[src/rtl/tts_pkg.sv]
package tts_pkg;
    // ---------------------------------------------------------------
    // widths
    // ---------------------------------------------------------------
    localparam int ADDR_W      = 16;
    localparam int DATA_W      = 8;
    localparam int NUM_EVT     = 8;   // events a..h
    localparam int NUM_QUAL    = 2;   // qualifiers per condition
    localparam int NUM_STATE   = 6;
    localparam int LOOP_W      = 16;
    localparam int CYC_W       = 32;
    localparam int LOOP_BIT    = 3;   // loop counter condition bit
    localparam int CCEN_BIT    = 5;   // cycle count enable bit
    // ---------------------------------------------------------------
    // cycle types, one-hot
    // ---------------------------------------------------------------
    localparam logic [2:0] CYC_READ  = 3'h1;
    localparam logic [2:0] CYC_WRITE = 3'h2;
    localparam logic [2:0] CYC_FETCH = 3'h4;
    // ---------------------------------------------------------------
    // reset values and timing
    // ---------------------------------------------------------------
    localparam logic [NUM_STATE-1:0] STATE_RST = 6'h00;
    localparam logic [LOOP_W-1:0]    LOOP_RST  = 16'h0000;
    localparam longint CLK_HZ        = 20000000;
    localparam longint HOLD_DEN      = 5;  // hold is 1/5 second
    localparam longint HOLD_CYC_L    = CLK_HZ / HOLD_DEN;
    localparam logic [23:0] HOLD_CYC = 24'(HOLD_CYC_L);
    // reset-and-go sequencer
    typedef enum logic [2:0] {
        RG_IDLE = 3'b001,
        RG_HOLD = 3'b010,
        RG_RUN  = 3'b100
    } tts_rg_t;
endpackage

[src/rtl/tts_cond.sv]
`timescale 1ns/10ps
// one condition: fields of its qualifiers merged by or
module tts_cond (
    input  wire logic [15:0] bus_addr,
    input  wire logic [2:0]  bus_type,
    input  wire logic [31:0] q_addr,
    input  wire logic [31:0] q_mask,
    input  wire logic [5:0]  q_type,
    input  wire logic        enable,
    output logic             hit
);
    logic addr_any;
    logic type_any;
    // ---------------------------------------------------------------
    // field merge
    // ---------------------------------------------------------------
    // crossed combinations match on purpose: fields are merged, not qualifiers
    always_comb begin
        addr_any = ((bus_addr & q_mask[15:0]) == (q_addr[15:0] & q_mask[15:0]))
                 | ((bus_addr & q_mask[31:16]) == (q_addr[31:16] & q_mask[31:16]));
        type_any = |((q_type[2:0] | q_type[5:3]) & bus_type);
        hit      = enable & addr_any & type_any;
    end
endmodule

[src/rtl/tts_top.sv]
`timescale 1ns/10ps
module tts_top #(
    parameter logic [23:0] HOLD_CYCLES = tts_pkg::HOLD_CYC
) (
    input  wire logic        clock,
    input  wire logic        reset_n,
    input  wire logic        bus_strobe,
    input  wire logic [15:0] bus_addr,
    input  wire logic [2:0]  bus_type,
    input  wire logic [255:0] cond_addr,
    input  wire logic [255:0] cond_mask,
    input  wire logic [47:0] cond_type,
    input  wire logic [7:0]  cond_enable,
    input  wire logic [47:0] set_sel,
    input  wire logic [47:0] clr_sel,
    input  wire logic [5:0]  set_state_sel,
    input  wire logic [5:0]  set_state_pol,
    input  wire logic [7:0]  trig_evt_sel,
    input  wire logic [5:0]  trig_state_sel,
    input  wire logic [7:0]  rec_evt_sel,
    input  wire logic [5:0]  rec_state_sel,
    input  wire logic        rec_always,
    input  wire logic [5:0]  count_mode,
    input  wire logic [15:0] loop_preload,
    input  wire logic        loop_load,
    input  wire logic        reset_and_go,
    output logic [5:0]       state_bits,
    output logic [15:0]      loop_count,
    output logic [31:0]      cycle_count,
    output logic             triggered,
    output logic             record_frame,
    output logic             emulating,
    output logic             trace_on,
    output logic             target_reset_n
);
    // ---------------------------------------------------------------
    // input synchronisers
    // ---------------------------------------------------------------
    logic [2:0] strb_sync;
    logic       rg_s1, rg_s2, rg_s3;
    always_ff @(posedge clock or negedge reset_n) begin
        if (!reset_n) begin
            strb_sync <= 3'h0;
            rg_s1     <= 1'b0;
            rg_s2     <= 1'b0;
            rg_s3     <= 1'b0;
        end else begin
            strb_sync <= {strb_sync[1:0], bus_strobe};
            rg_s1     <= reset_and_go;
            rg_s2     <= rg_s1;
            rg_s3     <= rg_s2;
        end
    end
    // one step per bus cycle, on the synced rising edge
    logic step;
    logic rg_req;
    assign step   = strb_sync[1] & ~strb_sync[2];
    assign rg_req = rg_s2 & ~rg_s3;
    // ---------------------------------------------------------------
    // event matching
    // ---------------------------------------------------------------
    logic [7:0] evt;
    for (genvar i = 0; i < 8; i++) begin : g_cond
        tts_cond u_cond (
            .bus_addr (bus_addr),
            .bus_type (bus_type),
            .q_addr   (cond_addr[i*32 +: 32]),
            .q_mask   (cond_mask[i*32 +: 32]),
            .q_type   (cond_type[i*6 +: 6]),
            .enable   (cond_enable[i]),
            .hit      (evt[i])
        );
    end
    // ---------------------------------------------------------------
    // state equations
    // ---------------------------------------------------------------
    // each bit: set term = or of selected events, anded with state literals,
    // clear term = or of selected events; count_mode bits 0..2 toggle instead
    logic [5:0] state;
    logic [5:0] next_state;
    logic [5:0] set_t;
    logic [5:0] clr_t;
    logic [5:0] carry;
    always_comb begin
        for (int b = 0; b < 6; b++) begin
            set_t[b] = (|set_sel[b*8 +: 8]) & ((evt & set_sel[b*8 +: 8]) != 8'h00)
                     & (((state ^ set_state_pol) & set_state_sel) == 6'h00);
            clr_t[b] = |(evt & clr_sel[b*8 +: 8]);
        end
        // a counting bit only toggles once every bit below it is set
        carry      = {3'h7, state[1] & state[0], state[0], 1'b1};
        next_state = state;
        if (step) begin
            for (int b = 0; b < 6; b++) begin
                if (count_mode[b] && b < 3) begin
                    // toggle written as and/or/not: b xor (lower bits and event)
                    next_state[b] = (state[b] & ~(set_t[b] & carry[b]))
                                  | (~state[b] & set_t[b] & carry[b]);
                end else if (set_t[b]) begin
                    next_state[b] = 1'b1;
                end else if (clr_t[b]) begin
                    next_state[b] = 1'b0;
                end
            end
        end
    end
    // ---------------------------------------------------------------
    // trigger and record
    // ---------------------------------------------------------------
    logic trig_now;
    logic rec_now;
    logic next_triggered;
    // whole condition results are ored; state literals anded for the trigger, ored for the record
    always_comb begin
        trig_now = ((trig_evt_sel == 8'h00) | (|(evt & trig_evt_sel)))
                 & ((state & trig_state_sel) == trig_state_sel)
                 & ((trig_evt_sel != 8'h00) | (trig_state_sel != 6'h00));
        // set event itself in the expression catches the first frame
        rec_now  = rec_always | (|(evt & rec_evt_sel))
                 | (|(state & rec_state_sel));
        next_triggered = ~rg_req & (triggered | (step & trace_on & trig_now));
    end
    assign record_frame = step & trace_on & rec_now;
    // ---------------------------------------------------------------
    // loop and cycle counters
    // ---------------------------------------------------------------
    logic        loop_prev;
    logic        next_loop_prev;
    logic [15:0] next_loop;
    logic [31:0] next_cycle;
    always_comb begin
        next_loop_prev = loop_prev;
        next_loop      = loop_count;
        next_cycle     = cycle_count;
        if (loop_load) begin
            next_loop = loop_preload;
        end else if (step) begin
            next_loop_prev = state[tts_pkg::LOOP_BIT];
            if (state[tts_pkg::LOOP_BIT] && !loop_prev && loop_count != 16'h0000) begin
                next_loop = loop_count - 16'h0001;
            end
        end
        if (step && trace_on && state[tts_pkg::CCEN_BIT]) begin
            next_cycle = cycle_count + 32'h0000_0001;
        end
        // a new reset-and-go starts the count afresh
        if (rg_req) begin
            next_cycle = 32'h0000_0000;
        end
    end
    // ---------------------------------------------------------------
    // reset-and-go sequencer
    // ---------------------------------------------------------------
    tts_pkg::tts_rg_t rg;
    tts_pkg::tts_rg_t next_rg;
    logic [23:0]      hold_cnt;
    logic [23:0]      next_hold;
    always_comb begin
        next_rg   = rg;
        next_hold = hold_cnt;
        case (rg)
            tts_pkg::RG_IDLE: begin
                if (rg_req) begin
                    next_rg   = tts_pkg::RG_HOLD;
                    next_hold = HOLD_CYCLES - 24'h000001;
                end
            end
            tts_pkg::RG_HOLD: begin
                if (hold_cnt == 24'h000000) begin
                    next_rg = tts_pkg::RG_RUN;
                end else begin
                    next_hold = hold_cnt - 24'h000001;
                end
            end
            tts_pkg::RG_RUN: begin
                if (rg_req) begin
                    next_rg   = tts_pkg::RG_HOLD;
                    next_hold = HOLD_CYCLES - 24'h000001;
                end
            end
            default: next_rg = tts_pkg::RG_IDLE;
        endcase
    end
    // ---------------------------------------------------------------
    // registers
    // ---------------------------------------------------------------
    always_ff @(posedge clock or negedge reset_n) begin
        if (!reset_n) begin
            state       <= tts_pkg::STATE_RST;
            triggered   <= 1'b0;
            loop_prev   <= 1'b0;
            loop_count  <= tts_pkg::LOOP_RST;
            cycle_count <= 32'h0000_0000;
            rg          <= tts_pkg::RG_IDLE;
            hold_cnt    <= 24'h000000;
        end else begin
            state       <= next_state;
            triggered   <= next_triggered;
            loop_prev   <= next_loop_prev;
            loop_count  <= next_loop;
            cycle_count <= next_cycle;
            rg          <= next_rg;
            hold_cnt    <= next_hold;
        end
    end
    // all three outputs switch off the one state register: same cycle
    assign emulating      = (rg != tts_pkg::RG_IDLE);
    assign trace_on       = (rg != tts_pkg::RG_IDLE);
    assign target_reset_n = (rg != tts_pkg::RG_HOLD);
    assign state_bits     = state;
endmodule

[config.mk]
export PLATFORM = sky130hd
export DESIGN_NAME = tts_top
export DESIGN_NICKNAME = d
export VERILOG_FILES = /design/src/rtl/tts_pkg.sv /design/src/rtl/tts_cond.sv /design/src/rtl/tts_top.sv
export SDC_FILE = /design/constraint.sdc
export NUM_CORES = 1
export LEC_CHECK = 0
export ABC_AREA = 1
export BUFFER_PORTS_ARGS = -buffer_cell sky130_fd_sc_hd__buf_2
export CAP_MARGIN = 20
export CORE_AREA = 5 5 309 311
export DETAILED_ROUTE_END_ITERATION = 10
export DIE_AREA = 0 0 314 316
export PLACE_DENSITY_LB_ADDON = 0.2
export SLEW_MARGIN = 20
export SYNTH_ARGS = -nofsm -noshare
export SYNTH_HDL_FRONTEND = slang
export SYNTH_SLANG_ARGS = --single-unit
[constraint.sdc]
create_clock -name clock -period 2.5 [get_ports clock]
set_input_delay 0.25 -clock clock [delete_from_list [all_inputs] [get_ports clock]]
set_output_delay 0.25 -clock clock [all_outputs]
set_load 0.005 [all_outputs]
; ---- Word-level counts from Yosys, hierarchy flattened
; Index checks and enable logic that the tools add are counted.
[totals]
out_inout_bits = 59
inputBits = 751
register_bits = 89
[classes]
eq_ne = 25
reduce_logical = 61
n_addsub = 3
mux = 26
bitwise = 139
[ops]
columns = operator, n
row1 = AND 16 bit, 32
row2 = == test 16 bit, 16
row3 = AND 8 bit, 14
row4 = OR reduction 8 bit, 14
row5 = two-way mux 32 bit, 2
row6 = nonzero test 8 bit, 7
row7 = two-way mux 16 bit, 3
row8 = two-way mux 24 bit, 2
row9 = case mux 24 bit (2 select lines), 1
row10 = AND 1 bit, 47
row11 = "adder 32 x 1 -> 32 bit, second input constant", 1
row12 = AND 3 bit, 8
row13 = logical NOT 24 bit, 1
row14 = bitwise OR 3 bit, 8
row15 = OR reduction 3 bit, 8
row16 = "subtractor 24 x 1 -> 24 bit, second input constant", 1
row17 = AND 6 bit, 3
row18 = AND reduction 2 bit, 9
row19 = bitwise OR 1 bit, 16
row20 = nonzero test 16 bit, 1
row21 = "subtractor 16 x 1 -> 16 bit, second input constant", 1
row22 = two-way mux 1 bit, 15
row23 = nonzero test 2 bit, 7
row24 = inverter 1 bit, 10
row25 = 20 further kinds, 27

; ---- Longest topological paths before layout
[logic_depth]
depth_word = 14
ltp_mapped = 21
mapped_depth_nobuf = 19

; ---- By module
; A second synthesis with hierarchy kept.
[hier_totals]
hier_cells = 2415
area_unflattened_um2 = 12219.2
[by_module_without_submodules]
columns = module, instances, seq_area_each_um2, area_per_inst_um2, cells_each
row1 = tts_top, 1, 2228.4, 6373.6, 983
row2 = tts_cond, 8, 0.0, 730.7, 179

; ---- Least setup slack after synthesis
; Ideal clock, no wire load.
[synth_path]
kind = register -> register
startpoint = reg loop_count[0]
endpoint = reg loop_count[12]
arrival_time_ps = 1805
path_buffers = 0
setup_slack_ps = 552
path_stages_with_launch = 13
period_less_slack_ps = 1948
setup_time_ps = 144
t_required_ps = 2356
path_cell_list = dfrtp_1 -> inv_1 -> ha_1 -> nand2_1 -> inv_1 -> nand4_1 -> nor2_1 -> nand3b_1 -> o21a_2 -> nor2_2 -> inv_1 -> o22ai_1 -> a31oi_1
[synth_between]
elab_chain_cells = 4
word_cells_on_any_way = 8
cone_classes = 1 x add/sub / 3 x mux / 4 x reduce/logical
[synth_lines]
columns = item, line
row1 = start: declaration, tts_top.sv:28  ; output logic [15:0] loop_count,
row2 = start signal: assignment, tts_top.sv:192  ; loop_count <= tts_pkg::LOOP_RST;
row3 = start signal: assignment, tts_top.sv:200  ; loop_count <= next_loop;
row4 = subtractor 16 x 1 -> 16 bit / nonzero test 16 bit (equally long branches), "tts_top.sv:140, tts_top.sv:139"
row5 = two-way mux 16 bit / logical AND 1 bit (equally long branches), tts_top.sv:139  ; if (state[tts_pkg::LOOP_BIT] && !loop_prev && loop_count != 16'h0000) begin
row6 = two-way mux 16 bit / nonzero test 2 bit (equally long branches), -
row7 = two-way mux 16 bit / AND reduction 2 bit (equally long branches), -
; Parallel ways exist; a longest one is shown, timed or not. The select of a mux whose other input is x is not followed.
; A chain may end at the register's enable or synchronous reset.

; ---- Worst setup path in the final report
[layout_path]
startpoint = in bus_addr[3]
endpoint = out record_frame
[layout_between]
elab_chain_cells = 10
word_cells_on_any_way = 61
cone_classes = 16 x eq/ne / 44 x bitwise / 1 x reduce/logical
[layout_lines]
columns = item, line
row1 = start: declaration, tts_top.sv:8  ; input wire logic [15:0] bus_addr,
row2 = AND 16 bit (on tied branches), "tts_cond.sv:19, tts_cond.sv:20"
row3 = == test 16 bit (on tied branches), "tts_cond.sv:19, tts_cond.sv:20"
row4 = bitwise OR 1 bit, tts_cond.sv:20  ; | ((bus_addr & q_mask[31:16]) == (q_addr[31:16] & q_mask[31:16]));
row5 = AND 1 bit (2 in series), tts_cond.sv:22  ; hit = enable & addr_any & type_any;
row6 = AND 8 bit (*), tts_top.sv:119  ; rec_now = rec_always | (|(evt & rec_evt_sel))
row7 = OR reduction 8 bit (*), tts_top.sv:119
row8 = bitwise OR 1 bit (*), tts_top.sv:119
row9 = bitwise OR 1 bit (*), tts_top.sv:120  ; | (|(state & rec_state_sel));
row10 = AND 1 bit (*), tts_top.sv:123  ; assign record_frame = step & trace_on & rec_now;
row11 = end: declaration, tts_top.sv:31  ; output logic record_frame,
; Every way passes the cells marked *; elsewhere a longest branch is shown, timed or not.

==> metrics <==
grt met3 use 5.565%; Min-Delay Path Class primary input to flop; area delta synth->final 70.65%; GRT Overall Usage 18.95%; maximum fanout along the worst path 6; number of sinks handled by clock tree synthesis 89; post-synth top area share 22.84%; CP startpoint kind primary input; Finished Layout Cells 4339; Nets 3876; pins over their slew limit 0; largest family of logic cells by synthesized area simple AND/OR/NAND/NOR gates; Fillers 10938; std cell rows 112; Worst Reg-to-Reg Cells 12; Setup-failing EPs final 0; CTS tree done; startpoint of the worst setup timing path bus_addr[3]; maximum operating frequency 0.4006 GHz; parity-gate share of the synthesized area counting xor and xnor cells 0.7713%; number of max-cap violations 0; Cell Count Post-Placement 4273; met1 usage in global routing 25.78%; multiplexer share of the synthesized area 0%; area of the core 92490 um^2; initial cell density of the core 12.28%; vias in the first global route 17114; die area 99220 um^2; CP Capture Type output port; critical path class primary input to output port; time the final worst path needs with I/O delays and setup 2.496 ns; flops & latches, synth 89; sequential cell area 2228 um^2; initial DRC count 1132; number of warnings reported in the yosys synthesis log 0; fraction of layout cells with a size suffix above 1 37.58%; beginning of the worst register-to-register path state_bits[3]; dpl ws -0.3463 ns; post-CTS clock slew at the launch and capture registers of the worst setup and hold paths 0.07 ns; predominant post-synthesis flop cell sky130_fd_sc_hd__dfrtp_1; cell type contributing the most total cell area after synthesis sky130_fd_sc_hd__nand2_1; ranking of synthesized cells by instance count 691 x sky130_fd_sc_hd__nand2_1, 565 x sky130_fd_sc_hd__nor2_1, 189 x sky130_fd_sc_hd__inv_1; sequential-to-total area share from yosys stat 19.62%; wire length per cell after detailed routing 22.76 um; power density cells 311.5 nW/um^2; Hold Crit Start loop_preload[2]; required time at the endpoint of the critical path 2.25 ns; top area cells in the synthesized netlist sky130_fd_sc_hd__nand2_1 23%, sky130_fd_sc_hd__dfrtp_1 19%, sky130_fd_sc_hd__nor2_1 19%; adder and majority gate portion of the synthesized area 0.3305%; DR vias/cell 4.084; Netlist cell types 50; status finished clean; num ports 810; number of flops mapped to enable cells by yosys 0; Hold Path Cell Cnt 2; clock network latency to the later pin of the worst-skew pair 0.35 ns; initial antenna violation count 78; GPL Wtd Cong 0.9414; Max-Slew Margin vs Limit 54.28%; leakage power summed over all cells 10.57 nW; sum of net half-perimeters after detailed placement 88730 um; period utilization 99.84%; total nets after synthesis 2920; clock tree root buffer cell sky130_fd_sc_hd__clkbuf_16; number of H-tree levels 3; Syn Inst Count 2166; length of the first detailed-routing pass in iterations 5; die height 316 um; # DRC 0; Final ANT Viol Nets 0; maximum number of pins on one net before global-route repair 48; setup repair after global routing missed its margin yes; Final Hold Viols 0; detailed-route wire length 98760 um; GRT Residual Overflow 0; Least-Margin Pin Slew 0.6859 ns; fraction of the mapped netlist area in compound gates 12.60%; most numerous cell in the Yosys netlist sky130_fd_sc_hd__nand2_1; total power draw 0.006037 W; clock skew 0.01176 ns; post-layout instance area 19380 um^2; maximum VDD drop 367.6 uV; final setup slack of the worst path 0.003996 ns; simple logic cell fraction of the synthesized area 56.48%; Die X-Extent 314 um; global-route track usage on met2 30.90%; Buffers on Ports 806; Post-Synthesis Cell Area 11360 um^2; total cell area at the placement stage 18000 um^2; ys async rst share 100.0%; signal arrival time at the worst endpoint 2.25 ns; busiest metal layer after global routing met2; clock tree buffer depth 2; multi-input combinational cell area 8351 um^2; first-pass GRT wire length 132300 um; Post-Synthesis Mean Instance Area 5.243 um^2; Num CTS Buffers 9; Via Count 17720
cell families after synthesis:
kind of cell,after synthesis
buffers and inverters,265
AND/OR/NAND/NOR,1548
AO/OA/AOI/OAI,251
adder cells (fa/ha/maj),3
flip-flops,89
XOR/XNOR,10
report_power, final:
| group | total, W | leakage (nW) | switching [W] | internal (W) |
|---|---|---|---|---|
| Combinational | 0.00287 | 9.29 | 0.00165 | 0.00122 |
| Clock | 0.00152 | 0.160 | 0.000613 | 0.000903 |
| Sequential | 0.00165 | 1.12 | 0.000107 | 0.00154 |
| Total | 0.00604 | 10.6 | 0.00237 | 0.00366 |
metrics by stage:
| stage | utilization (%) | hold slack (ns) | setup TNS [ns] |
|---|---|---|---|
| detailed placement | 19.46 | 0.3347 | -2.022 |
| CTS | 20.68 | 0.09053 | 0 |
| global route | 20.92 | 0.08622 | -0.1132 |
| global placement | 19.46 | 0.3335 | -2.051 |
| finish | 20.95 | 0.1020 | 0 |
| floorplan | - | -0.04559 | 0 |
layer usage:
layer	routed length (um)	vias up
met5	288	-
met1	44900	8032
li1	-	8820
met4	1081	48
met2	43820	701
met3	8660	119
final cells by class:
cell class	count	area share [%]
clock buffers	11	1.253
well taps	1197	7.729
inverters	211	4.152
diodes	15	0.1937
flip-flops and latches	89	11.50
clock inverters	5	0.4068
repair buffers	999	31.68
multi-input cells	1812	43.09
registers in the layout, summed over array words and instances (netlist names):
register and cells:
state_bits 6, rg 3, rg_s1 1, loop_prev 1, loop_count 16, rg_s3 1, rg_s2 1, hold_cnt 24
strb_sync 3, cycle_count 32, triggered 1
worst max-delay path, stage by stage:
cell	delay, ns
sky130_fd_sc_hd__buf_12	0.11
sky130_fd_sc_hd__bufbuf_16	0.26
sky130_fd_sc_hd__nand2_1	0.05
sky130_fd_sc_hd__nand2_1	0.04
sky130_fd_sc_hd__nor2_1	0.11
sky130_fd_sc_hd__nor2_1	0.08
sky130_fd_sc_hd__nand2_2	0.17
sky130_fd_sc_hd__nor2_2	0.08
sky130_fd_sc_hd__nand2_4	0.07
sky130_fd_sc_hd__nand2_4	0.06
sky130_fd_sc_hd__nand2_2	0.08
sky130_fd_sc_hd__inv_1	0.05
sky130_fd_sc_hd__nand2_1	0.07
sky130_fd_sc_hd__nand4_1	0.15
sky130_fd_sc_hd__nor3_4	0.28
sky130_fd_sc_hd__nand2_1	0.08
sky130_fd_sc_hd__nand2_1	0.07
sky130_fd_sc_hd__inv_1	0.04
sky130_fd_sc_hd__buf_2	0.11
cell usage in the layout (no fill, tap or decap), types with 4 or more instances in the layout:
cell,count
sky130_fd_sc_hd__a21oi_1,49
sky130_fd_sc_hd__a22oi_1,4
sky130_fd_sc_hd__a31oi_1,7
sky130_fd_sc_hd__buf_12,28
sky130_fd_sc_hd__buf_2,791
sky130_fd_sc_hd__buf_4,144
sky130_fd_sc_hd__buf_6,22
sky130_fd_sc_hd__buf_8,5
sky130_fd_sc_hd__bufbuf_16,4
sky130_fd_sc_hd__clkbuf_16,9
sky130_fd_sc_hd__clkinv_1,10
sky130_fd_sc_hd__dfrtp_1,88
sky130_fd_sc_hd__diode_2,15
sky130_fd_sc_hd__inv_1,182
sky130_fd_sc_hd__inv_2,15
sky130_fd_sc_hd__nand2_1,641
sky130_fd_sc_hd__nand2_2,52
sky130_fd_sc_hd__nand2_4,14
sky130_fd_sc_hd__nand3_1,142
sky130_fd_sc_hd__nand3_2,6
sky130_fd_sc_hd__nand3b_1,40
sky130_fd_sc_hd__nand4_1,26
sky130_fd_sc_hd__nor2_1,519
sky130_fd_sc_hd__nor2_2,48
sky130_fd_sc_hd__nor2_4,10
sky130_fd_sc_hd__nor3_1,25
sky130_fd_sc_hd__nor3_2,4
sky130_fd_sc_hd__nor4_1,11
sky130_fd_sc_hd__o2111ai_1,7
sky130_fd_sc_hd__o211ai_1,7
sky130_fd_sc_hd__o21a_1,14
sky130_fd_sc_hd__o21ai_0,131
sky130_fd_sc_hd__o21ai_1,14
sky130_fd_sc_hd__or2_2,4
sky130_fd_sc_hd__xor2_1,9
repair_timing:
item / in CTS / in global routing
setup buffers: 23 / 8
cloned: 6 / 0
pin swaps: 55 / 37
setup endpoints to repair: 1 / 11
hold buffers: 3 / 0
hold endpoints to repair: 47 / 0
resized for setup: 153 / 51
final timing paths:
kind | to | slack [ns]
worst max-delay path | record_frame | 0.004
worst min-delay path | loop_count[2] | 0.10
worst max register to register | state_bits[0] | 0.28
worst min register to register | strb_sync[1] | 0.35
max in group asynchronous | rg[0] | 1.33
min in group asynchronous | cycle_count[24] | 0.49
(Power assumes the default switching activity.)
